--- src/core/acr_regs.svh ---
/*
  Register offsets, field positions and reset values of the converter
  control register bank.
  Assumes inclusion by bare name from the core module.
*/
`ifndef ACR_REGS_SVH
`define ACR_REGS_SVH

`define ACR_ADDR_STANDBY 7'h00
`define ACR_ADDR_MODE_A 7'h01
`define ACR_ADDR_MODE_B 7'h02
`define ACR_ADDR_MODE_SEL 7'h03
`define ACR_ADDR_POWER 7'h04
`define ACR_ADDR_GAP 7'h05
`define ACR_ADDR_DATA_CTL 7'h06
`define ACR_ADDR_IFACE 7'h07
`define ACR_ADDR_ANA_PRE 7'h08
`define ACR_ADDR_REF_PRE 7'h09
`define ACR_ADDR_CAL_FIRST 7'h0a
`define ACR_ADDR_LAST_RW 7'h21
`define ACR_ADDR_STATUS 7'h22

`define ACR_BIT_FILTER 3
`define ACR_BIT_SLEEP 7
`define ACR_BIT_SYNC 7
`define ACR_BIT_SINGLE 4
`define ACR_BIT_CRC 3
`define ACR_BIT_HEADER 4
`define ACR_DATA_CTL_MASK 8'h90

`define ACR_RST_STANDBY 8'h00
`define ACR_RST_MODE 8'h0d
`define ACR_RST_MODE_SEL 8'h00
`define ACR_RST_POWER 8'h00
`define ACR_RST_DATA_CTL 8'h80
`define ACR_RST_IFACE 8'h13
`define ACR_RST_ANA_PRE 8'hff
`define ACR_RST_REF_PRE 8'h00
`define ACR_RST_CAL 8'h00

`define ACR_SRST_ARM 2'h3
`define ACR_SRST_FIRE 2'h2
`define ACR_ERROR_WORD 16'h0e00
`define ACR_FRAME_BITS 5'd16
`define ACR_DEC_MAX 3'h5
`define ACR_MASK_FULL 10'h3ff

`endif

--- src/core/acr_pkg.sv ---
/*
  Types shared by the converter control register bank.
  Includes no header; only the core module includes the constants header.
*/
package acr_pkg;
  typedef logic [7:0] acr_byte_t;
  typedef logic [15:0] acr_word_t;
  typedef logic [9:0] acr_pace_t;
endpackage

--- src/core/acr_spi_regs.sv ---
/*
  Control register bank of a multichannel sampling converter, reached
  over a 16-bit SPI mode 0 slave, with output pacing and sleep control.
  Assumes SCLK is at most one eighth of clock, and that modTick is a
  one-cycle modulator-rate enable made by logic on clock.
*/
`timescale 1ns/1ps
`include "acr_regs.svh"

module acr_spi_regs #(
  parameter int NUM_CH = 8
) (
  input wire logic clock,
  input wire logic rst_n,
  input wire logic sclk,
  input wire logic csN,
  input wire logic sdi,
  input wire logic modTick,
  output logic sdo,
  output logic sdoOe,
  output logic drdy,
  output logic [NUM_CH-1:0] repeatFlags,
  output logic [NUM_CH-1:0] channelDataEn,
  output logic [NUM_CH-1:0] filterSinc,
  output logic [NUM_CH-1:0] anaPrecharge,
  output logic [NUM_CH-1:0] refPrecharge,
  output logic [1:0] powerMode,
  output logic [1:0] mclkDivCode,
  output logic [1:0] dataClockDiv,
  output logic headerEn,
  output logic crcEn,
  output logic singleShot,
  output logic sleepMode,
  output logic syncOut
);

  localparam int NUM_RW = 34;
  localparam logic [7:0] CH_MASK = 8'((9'h001 << NUM_CH) - 9'h001);

  // Stage [0] is the first synchroniser flop; only stage [1] reads it.
  logic [2:0] sclkSync;
  logic [2:0] csSync;
  logic [1:0] sdiSync;
  logic [4:0] bitCnt;
  acr_pkg::acr_word_t shiftIn;
  acr_pkg::acr_word_t shiftOut;
  acr_pkg::acr_word_t respReg;
  acr_pkg::acr_byte_t regMem [NUM_RW];
  logic resetArmed;
  logic ackPending;
  acr_pkg::acr_pace_t paceCnt;

  function automatic logic writable(input logic [6:0] a);
    writable = (a <= `ACR_ADDR_LAST_RW) && (a != `ACR_ADDR_GAP);
  endfunction

  function automatic acr_pkg::acr_byte_t resetValue(input int i);
    if (i >= int'(`ACR_ADDR_CAL_FIRST)) begin
      resetValue = `ACR_RST_CAL;
    end else begin
      unique case (7'(i))
        `ACR_ADDR_STANDBY: resetValue = `ACR_RST_STANDBY;
        `ACR_ADDR_MODE_A: resetValue = `ACR_RST_MODE;
        `ACR_ADDR_MODE_B: resetValue = `ACR_RST_MODE;
        `ACR_ADDR_MODE_SEL: resetValue = `ACR_RST_MODE_SEL;
        `ACR_ADDR_POWER: resetValue = `ACR_RST_POWER;
        `ACR_ADDR_DATA_CTL: resetValue = `ACR_RST_DATA_CTL;
        `ACR_ADDR_IFACE: resetValue = `ACR_RST_IFACE;
        `ACR_ADDR_ANA_PRE: resetValue = `ACR_RST_ANA_PRE;
        `ACR_ADDR_REF_PRE: resetValue = `ACR_RST_REF_PRE;
        default: resetValue = 8'h00;
      endcase
    end
  endfunction

  // Decimation 32 << code, so the low bits of the pace counter that must
  // be zero form a mask; codes above the largest ratio are clamped.
  function automatic acr_pkg::acr_pace_t ratioMask(input logic [2:0] code);
    logic [2:0] c;
    c = (code > `ACR_DEC_MAX) ? `ACR_DEC_MAX : code;
    ratioMask = `ACR_MASK_FULL >> (`ACR_DEC_MAX - c);
  endfunction

  always_ff @(posedge clock) begin
    if (!rst_n) begin
      sclkSync <= 3'h0;
      csSync <= 3'h7;
      sdiSync <= 2'h0;
    end else begin
      sclkSync <= {sclkSync[1:0], sclk};
      csSync <= {csSync[1:0], csN};
      sdiSync <= {sdiSync[0], sdi};
    end
  end

  logic sclkRise;
  logic sclkFall;
  logic csFall;
  logic csRise;
  logic frameDone;
  logic cmdRead;
  logic [6:0] cmdAddr;
  acr_pkg::acr_byte_t cmdData;
  logic cmdIllegal;
  logic cmdWrite;
  logic softReset;
  logic syncPulse;
  acr_pkg::acr_byte_t readData;
  acr_pkg::acr_byte_t statusByte;

  assign sclkRise = sclkSync[1] & ~sclkSync[2];
  assign sclkFall = ~sclkSync[1] & sclkSync[2];
  assign csFall = ~csSync[1] & csSync[2];
  assign csRise = csSync[1] & ~csSync[2];
  // Short or long frames are dropped without touching the registers or the response.
  assign frameDone = csRise && (bitCnt == `ACR_FRAME_BITS);
  assign cmdRead = shiftIn[15];
  assign cmdAddr = shiftIn[14:8];
  assign cmdData = shiftIn[7:0];
  assign cmdIllegal = cmdRead
    ? !(writable(cmdAddr) || cmdAddr == `ACR_ADDR_STATUS)
    : !writable(cmdAddr);
  assign cmdWrite = frameDone && !cmdRead && !cmdIllegal;
  assign softReset = cmdWrite && cmdAddr == `ACR_ADDR_DATA_CTL && resetArmed
    && cmdData[1:0] == `ACR_SRST_FIRE;
  assign syncPulse = cmdWrite && cmdAddr == `ACR_ADDR_DATA_CTL
    && cmdData[`ACR_BIT_SYNC] && !regMem[6][`ACR_BIT_SYNC];
  assign statusByte = {regMem[4][`ACR_BIT_SLEEP], regMem[6][`ACR_BIT_SYNC],
    5'h00, ackPending};

  always_comb begin
    if (cmdAddr == `ACR_ADDR_STATUS) begin
      readData = statusByte;
    end else if (writable(cmdAddr)) begin
      readData = regMem[cmdAddr[5:0]];
    end else begin
      readData = 8'h00;
    end
  end

  // Serial shifter: sample on SCLK rise, drive on SCLK fall.
  always_ff @(posedge clock) begin
    if (!rst_n) begin
      bitCnt <= 5'd0;
      shiftIn <= 16'h0000;
      shiftOut <= 16'h0000;
      sdo <= 1'b0;
      sdoOe <= 1'b0;
    end else if (csFall) begin
      bitCnt <= 5'd0;
      sdo <= respReg[15];
      shiftOut <= {respReg[14:0], 1'b0};
      sdoOe <= 1'b1;
    end else if (!csSync[1]) begin
      if (sclkRise) begin
        shiftIn <= {shiftIn[14:0], sdiSync[1]};
        if (bitCnt != `ACR_FRAME_BITS + 5'd1) begin
          bitCnt <= bitCnt + 5'd1;
        end
      end
      if (sclkFall) begin
        sdo <= shiftOut[15];
        shiftOut <= {shiftOut[14:0], 1'b0};
      end
    end else begin
      sdoOe <= 1'b0;
      sdo <= 1'b0;
    end
  end

  // The answer to one frame is shifted out during the next.
  always_ff @(posedge clock) begin
    if (!rst_n) begin
      respReg <= 16'h0000;
    end else if (frameDone) begin
      if (ackPending || cmdIllegal) begin
        respReg <= `ACR_ERROR_WORD;
      end else if (cmdRead) begin
        respReg <= {8'h00, readData};
      end else begin
        respReg <= {8'h00, cmdData};
      end
    end
  end

  always_ff @(posedge clock) begin
    if (!rst_n || softReset) begin
      resetArmed <= 1'b0;
    end else if (frameDone) begin
      resetArmed <= cmdWrite && cmdAddr == `ACR_ADDR_DATA_CTL
        && cmdData[1:0] == `ACR_SRST_ARM;
    end
  end

  // A soft reset that lands with a frame end wins over the clear.
  always_ff @(posedge clock) begin
    if (!rst_n) begin
      ackPending <= 1'b0;
    end else if (softReset) begin
      ackPending <= 1'b1;
    end else if (frameDone) begin
      ackPending <= 1'b0;
    end
  end

  always_ff @(posedge clock) begin
    if (!rst_n || softReset) begin
      for (int i = 0; i < NUM_RW; i++) begin
        regMem[i] <= resetValue(i);
      end
    end else if (cmdWrite) begin
      unique case (cmdAddr)
        // Input precharge enables are written inverted.
        `ACR_ADDR_ANA_PRE: regMem[cmdAddr[5:0]] <= ~cmdData;
        // Reset codes are commands, not settings, and are not kept.
        `ACR_ADDR_DATA_CTL: regMem[cmdAddr[5:0]] <= cmdData & `ACR_DATA_CTL_MASK;
        // Bit 7 written to zero here is how sleep is left.
        `ACR_ADDR_POWER: regMem[cmdAddr[5:0]] <= cmdData;
        default: regMem[cmdAddr[5:0]] <= cmdData;
      endcase
    end
  end

  logic [7:0] modeSel;
  logic [7:0] standby;
  logic usedA;
  logic usedB;
  logic allOnB;
  logic sleeping;
  acr_pkg::acr_pace_t maskA;
  acr_pkg::acr_pace_t maskB;
  acr_pkg::acr_pace_t fastMask;
  acr_pkg::acr_pace_t nextCnt;

  assign modeSel = regMem[3] & CH_MASK;
  assign standby = regMem[0] & CH_MASK;
  assign usedA = |(~modeSel & CH_MASK);
  assign usedB = |modeSel;
  assign allOnB = (NUM_CH == 8) && (modeSel == CH_MASK);
  assign sleeping = regMem[4][`ACR_BIT_SLEEP];
  assign maskA = ratioMask(regMem[1][2:0]);
  assign maskB = ratioMask(regMem[2][2:0]);
  // Ratios are powers of two, so the faster mode's mask is the AND.
  assign fastMask = (usedA && usedB) ? (maskA & maskB)
    : (usedB ? maskB : maskA);
  assign nextCnt = paceCnt + 10'd1;

  // A serial sync restarts the decimation phase of every channel.
  always_ff @(posedge clock) begin
    if (!rst_n || softReset || syncPulse) begin
      paceCnt <= 10'd0;
    end else if (modTick && !sleeping) begin
      paceCnt <= nextCnt;
    end
  end

  always_ff @(posedge clock) begin
    if (!rst_n) begin
      drdy <= 1'b0;
    end else begin
      drdy <= modTick && !sleeping && !allOnB && !syncPulse
        && ((nextCnt & fastMask) == 10'd0);
    end
  end

  // Flags are refreshed at every pacing point, also where drdy is held off by a sync or by all channels on mode B.
  always_ff @(posedge clock) begin
    if (!rst_n) begin
      repeatFlags <= '0;
    end else if (modTick && !sleeping && ((nextCnt & fastMask) == 10'd0)) begin
      for (int i = 0; i < NUM_CH; i++) begin
        repeatFlags[i] <= (nextCnt & (modeSel[i] ? maskB : maskA)) != 10'd0;
      end
    end
  end

  always_ff @(posedge clock) begin
    if (!rst_n) begin
      channelDataEn <= '0;
      filterSinc <= '0;
      anaPrecharge <= '0;
      refPrecharge <= '0;
    end else begin
      for (int i = 0; i < NUM_CH; i++) begin
        channelDataEn[i] <= !standby[i] && !sleeping && !allOnB;
        filterSinc[i] <= modeSel[i] ? regMem[2][`ACR_BIT_FILTER]
          : regMem[1][`ACR_BIT_FILTER];
        anaPrecharge[i] <= regMem[8][i];
        refPrecharge[i] <= regMem[9][i];
      end
    end
  end

  always_ff @(posedge clock) begin
    if (!rst_n) begin
      powerMode <= 2'h0;
      mclkDivCode <= 2'h0;
      dataClockDiv <= 2'h0;
      headerEn <= 1'b0;
      crcEn <= 1'b0;
      singleShot <= 1'b0;
      sleepMode <= 1'b0;
      syncOut <= 1'b1;
    end else begin
      powerMode <= regMem[4][5:4];
      mclkDivCode <= regMem[4][1:0];
      dataClockDiv <= regMem[7][1:0];
      headerEn <= regMem[7][`ACR_BIT_HEADER];
      crcEn <= regMem[7][`ACR_BIT_CRC];
      singleShot <= regMem[6][`ACR_BIT_SINGLE];
      sleepMode <= sleeping;
      syncOut <= regMem[6][`ACR_BIT_SYNC];
    end
  end

endmodule

--- config.mk ---
export PLATFORM = sky130hd
export DESIGN_NAME = acr_spi_regs
export DESIGN_NICKNAME = d
export VERILOG_FILES = /design/src/core/acr_pkg.sv /design/src/core/acr_spi_regs.sv
export VERILOG_INCLUDE_DIRS = /design/src /design/src/core
export SDC_FILE = /design/constraint.sdc
export NUM_CORES = 1
export LEC_CHECK = 0
export ABC_AREA = 1
export BUFFER_PORTS_ARGS = -buffer_cell sky130_fd_sc_hd__buf_2
export CORE_ASPECT_RATIO = 1.25
export CORE_MARGIN = 2
export CORE_UTILIZATION = 45
export CTS_BUF_LIST = sky130_fd_sc_hd__clkbuf_16
export DETAILED_ROUTE_END_ITERATION = 12
export HOLD_SLACK_MARGIN = 0.15
export SLEW_MARGIN = 10
export SYNTH_ARGS = -nofsm -noshare
export SYNTH_HDL_FRONTEND = slang
export SYNTH_SLANG_ARGS = --single-unit
--- constraint.sdc ---
create_clock -name clock -period 4.03 [get_ports clock]
set_input_delay 0.2015 -clock clock [delete_from_list [all_inputs] [get_ports clock]]
set_output_delay 0.2015 -clock clock [all_outputs]
set_load 0.01 [all_outputs]
After elaboration in Yosys (flattened, before gate mapping) --
Memories as Yosys holds them, arrays and structs flattened. A register that Yosys moved wholly into a read port is not among the register bits. Cells that the tools add are included.
Storage, ports and cells: memories 1, bits in registers 106, logic and storage cells 210, memory bits (writable) 272, output and inout bits 54, bits of input ports 6
Operators by class: bitwise logic cells 25, multiplexer cells 66, add/subtract/negate cells 4, magnitude comparators 3, eq/ne operators 11, shift operators 2, reduce and logical (&&, ||, !) cells 77
Memories:
- regMem | depth 34, bits a word 8, read ports 10, clocked after Yosys merged registers in 4, wr ports 34, RTL line acr_spi_regs.sv:48 | acr_pkg::acr_byte_t regMem [NUM_RW];
Operator list (number):
- $and A10 B10 Y10 | 10
- $mux W10 | 10
- $mux W8 | 12
- $reduce_bool A10 Y1 | 8
- $mux W16 | 3
- $mux W1 | 35
- $logic_and A1 B1 Y1 | 32
- $reduce_or A8 Y1 | 3
- $logic_not A1 Y1 | 20
- $shr A10 B3 Y10 const A | 2
- $mux W6 | 3
- $not A8 Y8 | 2
- $eq A7 B3 Y1 const B | 2
- $mux W12 | 1
- $add A10 B1 Y10 const B | 1
- $logic_not A10 Y1 | 1
- $eq A8 B8 Y1 const B | 1
- $eq A7 B4 Y1 const B | 1
- $eq A7 B6 Y1 const B | 1
- $le A7 B6 Y1 const B | 1
- $ne A7 B3 Y1 const B | 1
- $gt A3 B3 Y1 const B | 2
- $mux W3 | 2
- $not A1 Y1 | 6
- other kinds (15) | 28

Logic depth before layout (Yosys ltp) --
depth after elaboration 18, mapped depth 15, mapped depth without buffers 14

Worst setup path after synthesis --
No wires, ideal clock.
kind register -> register, start point register shiftIn[12], end point memory regMem[10][0] (netlist bit), enable pin, cell stages (with the launch flop) 12, required time 3.646 ns, clock period less this slack 2.929 ns, buffers on the path 2, arrival time 2.545 ns, setup time 0.384 ns, slack 1.101 ns, path through dfxtp_1 > buf_2 > inv_1 > nand3_1 > nor3_2 > nor2_1 > nor2_4 > o2111ai_4 > nor3_4 > nand2_1 > clkbuf_1 > o21ai_0
RTL lines:
- start, declared | RTL line acr_spi_regs.sv:45 | acr_pkg::acr_word_t shiftIn;
- start signal, assigned | RTL line acr_spi_regs.sv:156 | shiftIn <= {shiftIn[14:0], sdiSync[1]};
- end, declared | RTL line acr_spi_regs.sv:48

==> impl_metrics.ini <==
[status]
status = completed

[clocking]
cts-root-buf = clkbuf_16
cts_tree = built
clk_path_buf_depth = 3
cts_sinks = 637
cts_buffers = 66
ctsResizeCount = 0
insertion_delay_ns = 0.62
htreeDepth = 3
cts.clk_slew.worst_paths_ns = 0.06

[place]
dp.cells = 4288
placed_area_um2 = 31200
portBuffers = 59
place_congestion = 0.917
place_ws_ns = 0.726
hpwl_mm = 47.1

[global_routing]
gr-usage-all-layers_pct = 22.6
antenna_found_initial = 0
grt_first_pass_wirelength_mm = 116
grt_pass1_vias = 20511
grt_max_degree = 191
grt_overflow_total = 0

[setup_path]
worstPathRequired_ns = 4.31
reg2reg_slack_ns = 0.68
worstSetupPathType = flip-flop to flip-flop
critPathSlowestCell = nor2_2
path_cells = inv_1 -> nand3_1 -> nor3_2 -> nor2_1 -> nor2_4 -> o2111ai_4 -> inv_2 -> nand2_1 -> nor2_2 -> nand2_1 -> nand2_1
worstSetupEndpointType = flip-flop
crit_fanout = 13
start_kind = flip-flop
worstReg2RegStart = shiftIn[12]
max_stage_delay_ns = 0.42
crit_top_cell = nand2_1
arrival_ns = 3.64
worstReg2RegEnd = regMem[12][4]
reg2reg_depth = 11

[run]
cap_violations = 0

[finish]
stdcell_count = 4407
multi_input_area_um2 = 9890
n_fill_cell = 6143
final_cell_area_um2 = 33200
register_area_um2 = 17900
nNetsFinal = 3527
syn2layout_area_growth_pct = 14.3
diodes = 0
drive_gt1_share_pct = 7.22

[worst_hold_path]
worstHoldPathCells = 4
min_path_type = input pin to flip-flop
hold_end = paceCnt[1]
hp-start = modTick

[power_and_ir_drop]
total_power_mw = 13.6
ir_drop_uv = 308
power_density_nw_per_um2 = 408
p_leak_nw = 14.1

[timing]
setup_ws_ns = 0.677
rsz0062_at_grt = no
tns_ns = 0
slew_violations = 0
finalCritPeriodShare_pct = 83.2
finalHoldViolCount = 0
maxSlewHeadroom_pct = 24.8
setup_viol = 0
tightest_slew_ns = 1.13
fmax_mhz = 298
post-route-min-period_ns = 3.35
worst_clock_skew_ns = 0.0177

[route]
drtAntennaViolNets = 0
routed_via_density = 4.95
dr_total_vias = 21818
wl_per_cell_um = 17.0
post-route-drc-count = 0
routed_wl_mm = 74.8
dr.first_iter.drc_count = 1685
dr.pass1.iters = 6

[die]
die_w_um = 231
initial_core_util_pct = 45.3
die-area_um2 = 66700
io_pins = 60
fp.dieH_um = 288
coreArea_um2 = 64200
core.rowCount = 104

[synth]
ys_types = 39
syn_inst = 3253
syn_area_per_cell_um2 = 8.94
yosys_warnings = 0
ys_ff_latch = 637
seq_area_frac_synth_pct = 61.5
netlist_area_um2 = 29100
worst max-delay path by stage:
stage	from	endpoint	slack, ns	depth (start not counted)
6_report	shiftIn[12]	regMem[12][4]	0.68	11
4_1_cts	shiftIn[9]	regMem[13][6]	0.71	11
3_5_place_dp	shiftIn[9]	regMem[13][7]	0.73	11
2_1_floorplan	shiftIn[12]	regMem[10][0]	1.10	11
3_3_place_gp	shiftIn[9]	regMem[13][4]	0.76	11
5_1_grt	shiftIn[9]	regMem[13][4]	0.45	11
final cells by class:
class	count	area share, %
Clock buffer	69	5.20
Clock inverter	46	0.821
Inverter	422	4.79
Multi-Input combinational cell	2268	29.8
Sequential cell	637	53.8
Tap cell	848	3.19
Timing Repair Buffer	117	2.42
cells by family (layout without fill, tap and decap cells):
| group | after synthesis | count (layout) | share of synthesized area (%) |
|---|---|---|---|
| AND/OR/NAND/NOR | 1796 | 1796 | 26.1 |
| flip-flops | 637 | 637 | 61.5 |
| buffers and inverters | 601 | 654 | 7.81 |
| AO/OA/AOI/OAI | 199 | 199 | 3.94 |
| XOR/XNOR | 10 | 10 | 0.301 |
| adder cells (fa/ha/maj) | 9 | 9 | 0.387 |
| other | 1 | 254 | 0.0129 |
layer usage:
layer | global-route usage, % | share of wire [%] | vias up | wire [um]
met2 | 39.4 | 49 | 596 | 37000
met1 | 28.9 | 42 | 10218 | 31400
met4 | 8.68 | 3.2 | 0 | 2410
met3 | 2.74 | 5.3 | 143 | 3940
li1 | - | - | 10861 | -
met5 | 0 | 0 | - | 0
critical path: cells and delay by family (launching register included):
kind | cells | cell delay, ns
flip-flops | 1 | 0.38
AO/OA/AOI/OAI | 1 | 0.29
AND/OR/NAND/NOR | 8 | 1.89
buffers and inverters | 2 | 0.45
cell usage in the layout, fill, tap and decap left out, types with 3 or more instances in the layout:
cell and count:
conb_1 254, dlygate4sd3_1 4, o211ai_1 11, buf_12 5
or2_2 17, a21oi_1 83, nor3_1 39, buf_4 49
clkinv_4 3, nor3_2 5, nor2_1 308, o22ai_1 15
clkinv_2 5, a31oi_1 10, nand3_2 6, inv_1 432
nand4_1 18, nand3_1 460, buf_2 59, dfxtp_1 122
o21ai_0 57, clkinv_1 10, inv_2 6, nand2_2 9
nor2_2 3, clkbuf_16 69, inv_6 4, xor2_1 9
o211a_1 7, edfxtp_1 512, nand2_1 925, a22oi_1 10
ha_1 9
state kept, by name (all words and copies together), names as in the netlist, 2 cells and up, named ones only:
register       cells
bitCnt             5
refPrecharge       8
dataClockDiv       2
csSync             3
repeatFlags        8
sdiSync            2
shiftOut          15
anaPrecharge       8
channelDataEn      8
respReg            9
powerMode          2
paceCnt           10
mclkDivCode        2
sclkSync           3
regMem           512
filterSinc         8
shiftIn           16
timing repair:
action,4_1_cts,5_1_grt
endpoints found under the setup margin,0,0
buffers inserted,0,0
hold endpoints to repair,4,0
hold buffers,4,0
power by group:
group / internal (mW) / switching (mW)
clock: 3.18 / 2.55
combinational: 0.137 / 0.313
sequential: 7.31 / 0.0784
total: 10.6 / 2.94
synth_stat cells:
master,count,area [um2]
o21ai_2,1,8.76
buf_2,11,55.1
buf_1,37,139
o2111ai_4,1,26.3
nor3_2,5,50.1
o211a_1,7,70.1
or2_2,17,106
edfxtp_1,512,15400
o31ai_1,1,7.51
a22oi_1,10,75.1
or2_1,1,6.26
ha_1,9,113
a21oi_1,84,420
xor2_1,9,78.8
o21ai_0,57,285
dfxtp_1,125,2500
o21bai_1,1,7.51
nor3_1,39,195
nor2_2,3,18.8
xnor2_1,1,8.76
nand4_1,18,113
clkinv_1,4,15.0
nand3_1,460,2300
and2_1,1,6.26
clkbuf_1,131,492
o211ai_1,11,82.6
a31oi_1,10,62.6
nor2_1,309,1160
inv_1,414,1550
nor2_4,1,11.3
o21ai_1,1,5.00
nand3b_1,1,7.51
nand2_2,9,56.3
o22ai_1,15,93.8
nor3_4,1,16.3
conb_1,1,3.75
inv_2,4,15.0
nand3_2,6,60.1
nand2_1,925,3470
per-stage QoR:
stage | hold WS (ns) | util, %
final | 0.306 | 51.8
after global routing | 0.331 | 51.8
after CTS | 0.278 | 51.8
after detailed placement | 0.392 | 48.6
after global placement | 0.389 | 48.6
after floorplan | 0.299 | -
Power figures use the tool's default switching activity.
